File: src/swcd_pkg.sv
// Purpose: Shared constants and types for the sweep command decoder
// Assumes: 8-bit instrument bus, 20 MHz system clock
// Notes: Register offsets are bus addresses, compared against the full address byte
package swcd_pkg;
	// ------------------------------------------------------------
	// Bus addresses
	// ------------------------------------------------------------
	localparam logic [7:0] SWCD_ADDR_SUBREG = 8'h0f;
	localparam logic [7:0] SWCD_ADDR_ACTION = 8'h1f;
	localparam logic [7:0] SWCD_ADDR_RDBACK = 8'h9f;
	localparam int SWCD_NUM_SUB = 4;
	localparam int SWCD_SYNC_STAGES = 2;
	// ------------------------------------------------------------
	// Action select register bits
	// ------------------------------------------------------------
	localparam int SWCD_ACT_ABORT = 0;
	localparam int SWCD_ACT_IGNORE = 1;
	localparam int SWCD_ACT_GATEOFF = 2;
	localparam int SWCD_ACT_START = 3;
	localparam int SWCD_ACT_SPARE_LO = 4;
	localparam int SWCD_ACT_SPARE_HI = 5;
	localparam int SWCD_ACT_SEL_LO = 6;
	localparam int SWCD_ACT_SEL_HI = 7;
	localparam logic [5:0] SWCD_ACT_RESET = 6'h00;
	// ------------------------------------------------------------
	// Sub-address 0 (mode) and 1 (rate) fields
	// ------------------------------------------------------------
	localparam int SWCD_M_SINGLE = 0;
	localparam int SWCD_M_EOSINT = 1;
	localparam int SWCD_M_TRIG_LO = 3;
	localparam int SWCD_M_TRIG_HI = 4;
	localparam int SWCD_M_HOLD_LO = 5;
	localparam int SWCD_M_HOLD_HI = 6;
	localparam int SWCD_R_CODE_HI = 4;
	localparam logic [7:0] SWCD_SUB_RESET = 8'h00;
	localparam logic [4:0] SWCD_RATE_20US = 5'h1b;
	localparam logic [4:0] SWCD_RATE_50US = 5'h17;
	localparam logic [4:0] SWCD_RATE_100US = 5'h13;
	localparam logic [4:0] SWCD_RATE_200US = 5'h0b;
	localparam logic [4:0] SWCD_RATE_500US = 5'h07;
	localparam logic [4:0] SWCD_RATE_1MS = 5'h03;
	localparam logic [7:0] SWCD_DOUT_RESET = 8'h00;
	// ------------------------------------------------------------
	// Types
	// ------------------------------------------------------------
	typedef enum logic [1:0] {
		SWCD_TRIG_FREE = 2'h0,
		SWCD_TRIG_INT = 2'h1,
		SWCD_TRIG_EXT = 2'h2,
		SWCD_TRIG_LINE = 2'h3
	} swcd_trig_t;
	typedef enum logic [2:0] {
		SWCD_RS_20US,
		SWCD_RS_50US,
		SWCD_RS_100US,
		SWCD_RS_200US,
		SWCD_RS_500US,
		SWCD_RS_1MS,
		SWCD_RS_OTHER
	} swcd_rate_t;
endpackage

File: src/swcd_if.sv
// Purpose: Write carrier from the decoder to the sub-address registers
// Assumes: One write strobe per bus cycle
// Notes: en is one-hot, driven from the action select bits
`timescale 1ns/1ps
interface swcd_if;
	logic wr;
	logic [7:0] wdata;
	logic [3:0] en;
	modport src(output wr, output wdata, output en);
	modport sink(input wr, input wdata, input en);
endinterface

File: src/swcd_subreg.sv
// Purpose: One sub-address command register behind the shared write address
// Assumes: Write strobe already qualified by the bus end-of-cycle edge
// Notes: Instantiated once per sub-address
`timescale 1ns/1ps
module swcd_subreg
	import swcd_pkg::*;
#(
	parameter int IDX = 0
) (
	input wire logic clk,
	input wire logic rst_b,
	swcd_if.sink bus,
	output logic [7:0] q
);
	// ------------------------------------------------------------
	// Storage
	// ------------------------------------------------------------
	wire logic hit = bus.wr && bus.en[IDX];

	// Load only when this sub-address is the selected target
	always_ff @(posedge clk or negedge rst_b) begin
		if (!rst_b) begin
			q <= SWCD_SUB_RESET;
		end else if (hit) begin
			q <= bus.wdata; // RQ3 RQ16
		end
	end

	// ------------------------------------------------------------
	// Checks
	// ------------------------------------------------------------
	property p_sub_keep;
		@(posedge clk) disable iff (!rst_b)
		!hit |=> q == $past(q);
	endproperty
	a_sub_keep: assert property (p_sub_keep) else $error("sub reg changed without select"); // RQ16

	property p_sub_load;
		@(posedge clk) disable iff (!rst_b)
		hit |=> q == $past(bus.wdata);
	endproperty
	a_sub_load: assert property (p_sub_load) else $error("sub reg missed its write"); // RQ3
endmodule

File: src/swcd_decoder.sv
// Purpose: Instrument bus port decoder and sweep command registers
// Assumes: Bus pins are asynchronous to clk; DATA VALID pulses span several clocks
// Notes: Data is held while the strobe is high and committed on its falling edge
//
// Behaviour
// RQ1: Decode write addresses 0F and 1F and read address 9F.
// RQ2: Give each of the three addresses its own active-low select.
// RQ3: Address 0F holds four sub-address registers chosen by a 1F field.
// RQ4: Bits 6 and 7 of 1F decode to a one-of-four target enable.
// RQ5: Keep written 1F data in a six-bit register.
// RQ6: Start and abort are one-shot actions; other command bits persist.
// RQ7: Bit 3 of 1F starts one sweep when single-sweep mode is on.
// RQ8: Bit 0 of sub-address 0 selects single sweep, low is continuous.
// RQ9: Sub-address 1 bits 0 to 4 hold the sweep rate code.
// RQ10: Rate codes decode to 20, 50, 100, 200, 500 us and 1 ms.
// RQ11: Data is captured at the falling edge of data valid.
// RQ12: Bit 0 of 1F aborts the running sweep.
// RQ13: 1F bit 1 ignores triggers; bit 2 disables the sweep gate.
// RQ14: Sub-address 0 bits 3 and 4 choose the trigger source.
// RQ15: Drive the data bus only during a read of 9F with valid high.
// RQ16: A 0F write changes only the selected sub-address register.
`timescale 1ns/1ps
module swcd_decoder
	import swcd_pkg::*;
(
	input wire logic clk,
	input wire logic rst_b,
	input wire logic [7:0] bus_addr,
	input wire logic [7:0] bus_din,
	input wire logic bus_valid,
	output logic [7:0] bus_dout,
	output logic bus_doe_b,
	output logic sel_sub_b,
	output logic sel_act_b,
	output logic sel_rd_b,
	output logic single_sweep,
	output logic sweep_start,
	output logic sweep_abort,
	output logic trig_ignore,
	output logic gate_disable,
	output swcd_trig_t trig_src,
	output logic [1:0] holdoff_sel,
	output logic eos_int_en,
	output logic [4:0] rate_code,
	output swcd_rate_t rate_sel
);
	// ------------------------------------------------------------
	// Pin synchronisers
	// ------------------------------------------------------------
	logic [7:0] addr_s1_ff, addr_s2_ff, dat_s1_ff, dat_s2_ff;
	logic valid_s1_ff, valid_s2_ff, valid_s3_ff;
	logic [7:0] hold_addr_ff, hold_dat_ff;

	// Two flops on every pin before any decode reads it
	always_ff @(posedge clk or negedge rst_b) begin
		if (!rst_b) begin
			addr_s1_ff <= 8'h00;
			addr_s2_ff <= 8'h00;
			dat_s1_ff <= 8'h00;
			dat_s2_ff <= 8'h00;
			valid_s1_ff <= 1'b0;
			valid_s2_ff <= 1'b0;
			valid_s3_ff <= 1'b0;
		end else begin
			addr_s1_ff <= bus_addr;
			addr_s2_ff <= addr_s1_ff;
			dat_s1_ff <= bus_din;
			dat_s2_ff <= dat_s1_ff;
			valid_s1_ff <= bus_valid;
			valid_s2_ff <= valid_s1_ff;
			valid_s3_ff <= valid_s2_ff;
		end
	end

	// Hold the last stable word while valid is high; the pins may move after the edge
	always_ff @(posedge clk or negedge rst_b) begin
		if (!rst_b) begin
			hold_addr_ff <= 8'h00;
			hold_dat_ff <= 8'h00;
		end else if (valid_s2_ff) begin
			hold_addr_ff <= addr_s2_ff;
			hold_dat_ff <= dat_s2_ff;
		end
	end

	// ------------------------------------------------------------
	// Address decode
	// ------------------------------------------------------------
	wire logic strobe_fall = valid_s3_ff && !valid_s2_ff; // RQ11
	wire logic hit_sub = valid_s2_ff && (addr_s2_ff == SWCD_ADDR_SUBREG); // RQ1
	wire logic hit_act = valid_s2_ff && (addr_s2_ff == SWCD_ADDR_ACTION); // RQ1
	wire logic hit_rd = valid_s2_ff && (addr_s2_ff == SWCD_ADDR_RDBACK); // RQ1
	wire logic wr_sub = strobe_fall && (hold_addr_ff == SWCD_ADDR_SUBREG); // RQ11
	wire logic wr_act = strobe_fall && (hold_addr_ff == SWCD_ADDR_ACTION); // RQ11

	// Selects follow the synchronised bus, active low
	assign sel_sub_b = !hit_sub; // RQ2
	assign sel_act_b = !hit_act; // RQ2
	assign sel_rd_b = !hit_rd; // RQ2

	// ------------------------------------------------------------
	// Action select register
	// ------------------------------------------------------------
	logic [5:0] act_ff;
	logic start_ff, abort_ff;
	wire logic [5:0] nxt_act = {hold_dat_ff[SWCD_ACT_SEL_HI:SWCD_ACT_SPARE_LO],
		hold_dat_ff[SWCD_ACT_GATEOFF:SWCD_ACT_IGNORE]};

	// Bits 0 and 3 are actions, not state, so only six bits are kept
	always_ff @(posedge clk or negedge rst_b) begin
		if (!rst_b) begin
			act_ff <= SWCD_ACT_RESET;
		end else if (wr_act) begin
			act_ff <= nxt_act; // RQ5 RQ6
		end
	end

	// One-clock actions; start is refused unless single sweep is already selected
	always_ff @(posedge clk or negedge rst_b) begin
		if (!rst_b) begin
			start_ff <= 1'b0;
			abort_ff <= 1'b0;
		end else begin
			start_ff <= wr_act && hold_dat_ff[SWCD_ACT_START] && single_sweep; // RQ7 RQ6
			abort_ff <= wr_act && hold_dat_ff[SWCD_ACT_ABORT]; // RQ12 RQ6
		end
	end

	wire logic [1:0] sub_sel = act_ff[5:4];
	assign sweep_start = start_ff;
	assign sweep_abort = abort_ff;
	assign trig_ignore = act_ff[0]; // RQ13
	assign gate_disable = act_ff[1]; // RQ13

	// ------------------------------------------------------------
	// Sub-address registers
	// ------------------------------------------------------------
	swcd_if sub_bus();
	logic [7:0] sub_q [SWCD_NUM_SUB];

	// One-of-four target from the stored select field
	assign sub_bus.wr = wr_sub;
	assign sub_bus.wdata = hold_dat_ff;
	assign sub_bus.en = 4'h1 << sub_sel; // RQ4

	for (genvar gi = 0; gi < SWCD_NUM_SUB; gi++) begin : g_sub
		swcd_subreg #(.IDX(gi)) u_sub (
			.clk(clk),
			.rst_b(rst_b),
			.bus(sub_bus.sink),
			.q(sub_q[gi])
		);
	end

	// Mode fields of sub-address 0, rate of sub-address 1
	assign single_sweep = sub_q[0][SWCD_M_SINGLE]; // RQ8
	assign eos_int_en = sub_q[0][SWCD_M_EOSINT];
	assign trig_src = swcd_trig_t'(sub_q[0][SWCD_M_TRIG_HI:SWCD_M_TRIG_LO]); // RQ14
	assign holdoff_sel = sub_q[0][SWCD_M_HOLD_HI:SWCD_M_HOLD_LO];
	assign rate_code = sub_q[1][SWCD_R_CODE_HI:0]; // RQ9

	// Rate decode; unlisted codes are reported, not guessed
	assign rate_sel = (rate_code == SWCD_RATE_20US) ? SWCD_RS_20US : // RQ10
		(rate_code == SWCD_RATE_50US) ? SWCD_RS_50US :
		(rate_code == SWCD_RATE_100US) ? SWCD_RS_100US :
		(rate_code == SWCD_RATE_200US) ? SWCD_RS_200US :
		(rate_code == SWCD_RATE_500US) ? SWCD_RS_500US :
		(rate_code == SWCD_RATE_1MS) ? SWCD_RS_1MS : SWCD_RS_OTHER;

	// ------------------------------------------------------------
	// Read-back port
	// ------------------------------------------------------------
	logic drive_ff;
	logic [7:0] dout_ff;
	wire logic [7:0] nxt_dout = {sub_sel, act_ff[1:0], sub_q[0][SWCD_M_TRIG_HI:SWCD_M_TRIG_LO],
		eos_int_en, single_sweep};

	// Drive only inside a read of the read address; released otherwise
	always_ff @(posedge clk or negedge rst_b) begin
		if (!rst_b) begin
			drive_ff <= 1'b0;
			dout_ff <= SWCD_DOUT_RESET;
		end else begin
			drive_ff <= hit_rd; // RQ15
			dout_ff <= nxt_dout;
		end
	end

	assign bus_doe_b = !drive_ff;
	assign bus_dout = dout_ff;

	// ------------------------------------------------------------
	// Checks
	// ------------------------------------------------------------
	property p_sel_sub;
		@(posedge clk) disable iff (!rst_b)
		!sel_sub_b |-> valid_s2_ff && addr_s2_ff == 8'h0f && sel_act_b && sel_rd_b;
	endproperty
	a_sel_sub: assert property (p_sel_sub) else $error("0F select without match"); // RQ2

	property p_sel_rd;
		@(posedge clk) disable iff (!rst_b)
		(valid_s2_ff && addr_s2_ff == 8'h9f) |-> !sel_rd_b;
	endproperty
	a_sel_rd: assert property (p_sel_rd) else $error("9F select missing"); // RQ1

	property p_start;
		@(posedge clk) disable iff (!rst_b)
		(wr_act && hold_dat_ff[3] && single_sweep) |=> sweep_start ##1 !sweep_start;
	endproperty
	a_start: assert property (p_start) else $error("start pulse wrong"); // RQ7

	property p_no_start;
		@(posedge clk) disable iff (!rst_b)
		!single_sweep |=> !sweep_start;
	endproperty
	a_no_start: assert property (p_no_start) else $error("start in continuous mode"); // RQ7

	property p_abort;
		@(posedge clk) disable iff (!rst_b)
		sweep_abort |-> $past(wr_act) && $past(hold_dat_ff[0]) ##1 !sweep_abort;
	endproperty
	a_abort: assert property (p_abort) else $error("abort pulse wrong"); // RQ12

	property p_act_store;
		@(posedge clk) disable iff (!rst_b)
		wr_act |=> trig_ignore == $past(hold_dat_ff[1]) && gate_disable == $past(hold_dat_ff[2])
			&& sub_sel == $past(hold_dat_ff[7:6]);
	endproperty
	a_act_store: assert property (p_act_store) else $error("1F bits not stored"); // RQ5

	property p_act_hold;
		@(posedge clk) disable iff (!rst_b)
		!wr_act |=> $stable(act_ff);
	endproperty
	a_act_hold: assert property (p_act_hold) else $error("1F bits lost"); // RQ6

	property p_target;
		@(posedge clk) disable iff (!rst_b)
		wr_sub && sub_sel == 2'h1 |=> rate_code == $past(hold_dat_ff[4:0]) && $stable(single_sweep);
	endproperty
	a_target: assert property (p_target) else $error("wrong sub register loaded"); // RQ3

	property p_drive;
		@(posedge clk) disable iff (!rst_b)
		!bus_doe_b |-> $past(valid_s2_ff) && $past(addr_s2_ff) == 8'h9f;
	endproperty
	a_drive: assert property (p_drive) else $error("bus driven outside read"); // RQ15

	property p_rate;
		@(posedge clk) disable iff (!rst_b)
		rate_code == 5'h1b |-> rate_sel == SWCD_RS_20US;
	endproperty
	a_rate: assert property (p_rate) else $error("rate decode wrong"); // RQ10

	c_single: cover property (@(posedge clk) disable iff (!rst_b) sweep_start);
	c_abort: cover property (@(posedge clk) disable iff (!rst_b) sweep_abort);
	c_read: cover property (@(posedge clk) disable iff (!rst_b) !bus_doe_b);
	c_rate1ms: cover property (@(posedge clk) disable iff (!rst_b) rate_sel == SWCD_RS_1MS);
endmodule

File: config.mk
export PLATFORM = sky130hd
export DESIGN_NAME = swcd_decoder
export DESIGN_NICKNAME = d
export VERILOG_FILES = /design/src/swcd_pkg.sv /design/src/swcd_if.sv /design/src/swcd_subreg.sv /design/src/swcd_decoder.sv
export SDC_FILE = /design/constraint.sdc
export NUM_CORES = 1
export LEC_CHECK = 0
export BUFFER_PORTS_ARGS = -buffer_cell sky130_fd_sc_hd__buf_4
export CAP_MARGIN = 30
export CORE_MARGIN = 4
export CORE_UTILIZATION = 34
export CTS_CLUSTER_DIAMETER = 50
export DETAILED_ROUTE_END_ITERATION = 12
export HOLD_SLACK_MARGIN = 0.12
export PLACE_DENSITY_LB_ADDON = 0.1
export SLEW_MARGIN = 20
export SYNTH_ARGS = -nofsm -noshare
export SYNTH_HDL_FRONTEND = slang
export SYNTH_SLANG_ARGS = --single-unit
File: constraint.sdc
create_clock -name clk -period 4.4 [get_ports clk]
set_input_delay 0.88 -clock clk [delete_from_list [all_inputs] [get_ports clk]]
set_output_delay 0.88 -clock clk [all_outputs]
set_load 0.03 [all_outputs]
== Yosys cells after proc, flatten, opt, wreduce, memory -nomap -nowiden ==
Index checks and enable logic that the tools add are counted.

* Bits in registers: 80
* Input port bits: 19
* Output and inout bits: 30
* Logic and storage cells: 50

* Equality and inequality tests: 11
* Shift-type cells: 1
* Muxes and demuxes: 6
* Reductions and logical operators: 16

{| class="wikitable"
|+ Operators with widths
! cell !! number
|-
| 8-bit by 4-bit == test with 1-bit output, second input constant || 2
|-
| 8-bit by 5-bit == test with 1-bit output, second input constant || 2
|-
| 5-bit == test, second input constant || 3
|-
| 3-bit 2-to-1 mux || 4
|-
| 1-bit logical AND || 11
|-
| 8-bit == test, second input constant || 1
|-
| 5-bit by 2-bit == test with 1-bit output, second input constant || 1
|-
| 5-bit by 3-bit == test with 1-bit output, second input constant || 1
|-
| 5-bit by 4-bit == test with 1-bit output, second input constant || 1
|-
| 1-bit zero test || 5
|-
| 2-bit 2-to-1 mux || 2
|-
| 1-bit by 2-bit left shift with 2-bit output, first input constant || 1
|}

== Depth between registers and ports, before layout ==
* Word-level depth: 7
* Depth in mapped cells: 4
* Mapped depth without buffers: 3

== By module ==
Synthesis repeated with hierarchy kept, for this count alone.

* Cells, all modules: 154
* Area, all modules: 2,698.8 sq um

{| class="wikitable"
|+ Modules (own cells, without submodules)
! module !! instances !! cells each !! area an instance (sq um) !! seq. area each (sq um)
|-
| swcd_decoder || 1 || 120 || 2,105.8 || 1,651.6
|-
| swcd_subreg || 2 || 17 || 296.5 || 200.2
|}

== Least setup slack after synthesis ==
No wires, ideal clock.

* Kind: register to output
* Start: register valid_s2_ff
* End: output port sel_rd_b
* Data arrival time: 1.226 ns
* Data required time: 3.520 ns
* Path slack: 2.294 ns
* Cell stages (with the launch flop): 4
* Path buffers: 0
* Cell sequence: dfrtp_1 -> nor4bb_1 -> and4_1 -> nand3_1

* Cells in the longest elaborated chain, start to end: 2

{| class="wikitable"
|+ RTL lines
! item !! RTL line !! RTL
|-
| start, declared || swcd_decoder.sv:51 || <nowiki>logic valid_s1_ff, valid_s2_ff, valid_s3_ff;</nowiki>
|-
| start signal, assigned || swcd_decoder.sv:70 || <nowiki>valid_s2_ff <= valid_s1_ff;</nowiki>
|-
| 1-bit logical AND || swcd_decoder.sv:92 || <nowiki>wire logic hit_rd = valid_s2_ff && (addr_s2_ff == SWCD_ADDR_RDBACK);</nowiki>
|-
| 1-bit zero test || swcd_decoder.sv:99 || <nowiki>assign sel_rd_b = !hit_rd;</nowiki>
|-
| end, declared || swcd_decoder.sv:35 || <nowiki>output logic sel_rd_b,</nowiki>
|}

No other way between the ends.

== Final worst setup path ==
Same ends and word-level chain as after synthesis.

==> results.sh <==
export IMPL_io_buffers=48
export IMPL_rows=31
export IMPL_setup_viol=0
export IMPL_status="complete, no violations"
export IMPL_power_frac_seq_pct=56.1
export IMPL_syn_avg_cell_area_um2=18.14
export IMPL_finalHoldViolations=0
export IMPL_antenna_cells=0
export IMPL_hold_path_depth=0
export IMPL_grt_overflow=0
export IMPL_syn2layout_area_growth_pct=28.39
export IMPL_htreeDepth=3
export IMPL_vias=1304
export IMPL_synth_top_area_cell="dfrtp_1"
export IMPL_die_width_um=93.81
export IMPL_cts_tree="yes"
export IMPL_synth_area_top_cells="dfrtp_1 (77%), mux2_2 (13%), nor4_4 (2.5%)"
export IMPL_post_route_period_util_pct=60.20
export IMPL_critPathMaxStageDelay_ns=0.54
export IMPL_powerDensity_nw_per_um2=424.4
export IMPL_r2r_cells=3
export IMPL_finalNetCount=216
export IMPL_path_clk_slew_ns=0.07
export IMPL_min_period_ns=2.649
export IMPL_syn_inst=138
export IMPL_pwr_share_clk_pct=37.7
export IMPL_crit_family="simple AND/OR/NAND/NOR gates"
export IMPL_intPower_mw=1.062
export IMPL_drt_iter0_drc=42
export IMPL_cp_arrival_ns=1.77
export IMPL_power_switching_uw=302.3
export IMPL_ys_types=23
export IMPL_track_usage_pct=10.37
export IMPL_swShare_pct=22.16
export IMPL_cap_violations=0
export IMPL_cts_resized_gates=0
export IMPL_hp_class="reg2reg"
export IMPL_grt_antenna_before_repair=0
export IMPL_critPathLaunchType="register"
export IMPL_grt_max_degree=78
export IMPL_via_per_inst=4.332
export IMPL_clkSinkCount=77
export IMPL_ant_nets=0
export IMPL_syn_cell_area_um2=2504
export IMPL_fin_setup_tns_ns=0
export IMPL_peakVddDrop_mv=0.1881
export IMPL_end_kind="output port"
export IMPL_ys_seq_area_share_pct=76.96
export IMPL_critPathSlowestCell="dfrtp_1"
export IMPL_hold_slack_ns=0.3489
export IMPL_critical_path_class="reg2out"
export IMPL_tightest_slew_ns=0.5659
export IMPL_firstDrtPassIters=3
export IMPL_place_congestion=0.6954
export IMPL_die_y_um=93.81
export IMPL_cts_inserted_buffers=9
export IMPL_cp_cell_sequence="nor4bb_1, and4_1, nand3_1, buf_4"
export IMPL_clk_latency_ns=0.34
export IMPL_wire_per_inst_um=13.46
export IMPL_ios=49
export IMPL_grt_pass1_wl_mm=6.768
export IMPL_ys_ff_latch=77
export IMPL_clockRootBuffer="clkbuf_8"
export IMPL_power_leakage_nw=1.524
export IMPL_syn_nets=157
export IMPL_die_area_um2=8800
export IMPL_core_area_um2=7214
export IMPL_cts_buffer_depth=2
export IMPL_clock_skew_ns=0.006164
export IMPL_yosysTopAreaCellShare_pct=76.96
export IMPL_drcViolationCount=0
export IMPL_cp_data_required_time_ns=3.52
export IMPL_slew_headroom_pct=61.99
export IMPL_ys_warn_count=0
export IMPL_cts_setup_buffers=0
export IMPL_holdBufCountCts=0
export IMPL_slew_viol_final=0
export IMPL_critPathBufInv=1
export IMPL_path_max_fanout=9
export IMPL_initial_core_util_pct=34.70
export IMPL_combPwrFrac_pct=6.1
export IMPL_max_freq_ghz=0.3775
export IMPL_rsz0062_at_grt="no"
export IMPL_drt_wl_total_mm=4.051
export IMPL_cp_num_cells=4
export IMPL_first_global_vias=1383
export IMPL_final_util_pct=44.55
export IMPL_drive_above_1_share_pct=49.01
==> Yosys cell counts <==
cell type and instances:
and3_1 3, nor4_4 3, inv_1 2, nor4_1 1
or3_1 1, dfrtp_1 77, xnor2_1 1, and2_1 1
buf_2 1, nand3_1 2, nand4_1 1, nor2b_1 1
nor4bb_1 1, or3b_2 1, nor2_1 1, buf_1 1
mux2_2 30, and4_1 1, or4b_4 1, o21ai_0 2
nand2_1 3, nand3b_1 2, o2111ai_1 1
==> stage by stage <==
step	power (mW)	area (µm²)	worst slack, ns	cells
2_1_floorplan	0.8148	2504	2.294	138
3_3_place_gp	0.8577	2979	1.669	283
3_5_place_dp	0.8620	2979	1.546	283
4_1_cts	1.382	3172	1.173	299
5_1_grt	1.431	3214	1.624	301
6_report	1.364	3214	1.751	301
==> power groups by stage <==
stage               Clock (mW)  Sequential, mW  Combinational, mW
floorplan                    0           0.786             0.0287
global placement             0           0.781             0.0762
detailed placement           0           0.783             0.0789
CTS                      0.534           0.769             0.0793
global route             0.568           0.771             0.0923
finish                   0.514           0.766             0.0838
==> cell families (layout without fill, tap and decap cells) <==
family,count (synthesis),count (layout),share of synthesized area [%]
flip-flops,77,77,76.96
multiplexers,30,30,13.49
AND/OR/NAND/NOR,23,23,7.797
buffers and inverters,4,68,0.6495
AO/OA/AOI/OAI,3,3,0.7497
XOR/XNOR,1,1,0.3499
==> state kept, by name, summed over array words and instances (netlist names) <==
| register | flops |
|---|---|
| sweep_start | 1 |
| sweep_abort | 1 |
| bus_dout | 8 |
| dat_s2_ff | 8 |
| valid_s3_ff | 1 |
| valid_s2_ff | 1 |
| hold_dat_ff | 8 |
| dat_s1_ff | 8 |
| drive_ff | 1 |
| g_sub.u_sub.q | 11 |
| hold_addr_ff | 8 |
| act_ff | 4 |
| valid_s1_ff | 1 |
| addr_s2_ff | 8 |
| addr_s1_ff | 8 |
==> path summary, 6_finish.rpt <==
path	start	endpoint	slack (ns)
hold reg to reg	dat_s1_ff[6]$_DFF_PN0_	dat_s2_ff[6]$_DFF_PN0_	0.35
setup / recovery	valid_s2_ff$_DFF_PN0_	sel_rd_b	1.75
max in group asynchronous	rst_b	addr_s2_ff[6]$_DFF_PN0_	3.43
hold / removal	dat_s1_ff[6]$_DFF_PN0_	dat_s2_ff[6]$_DFF_PN0_	0.35
min in group asynchronous	rst_b	g_sub[0].u_sub.q[3]$_DFFE_PN0P_	0.42
setup reg to reg	hold_addr_ff[5]$_DFFE_PN0P_	g_sub[0].u_sub.q[5]$_DFFE_PN0P_	2.39
==> final cells by class <==
type	instances	area (µm²)
clock inverters	4	47.55
fillers	666	4000
inverters	2	7.507
well taps	99	123.9
repair buffers	50	402.9
clock buffers	12	145.1
multi-input cells	57	560.5
flip-flops and latches	77	1927
==> metal layers <==
layer	global-route usage, %	part of all wire [%]
met5	0	0
met3	4.247	6.9
met4	6.859	3.0
met1	12.20	41
met2	15.49	49
==> worst register-to-register path: stages (launching register included) <==
cell and delay, ns:
dfrtp_1 0.38, or4b_4 0.60, nor4_4 0.53, mux2_2 0.40
==> layout by cell type (no fill, tap or decap), types with 2 or more instances in the layout <==
master    instances
nand3_1           2
and3_1            3
clkbuf_8         10
o21ai_0           2
nand3b_1          2
clkbuf_1          2
buf_4            48
nand2_1           3
nor4_4            3
inv_1             2
mux2_2           30
clkinv_2          2
dfrtp_1          77
No activity file was read; power rests on OpenSTA's default activity.
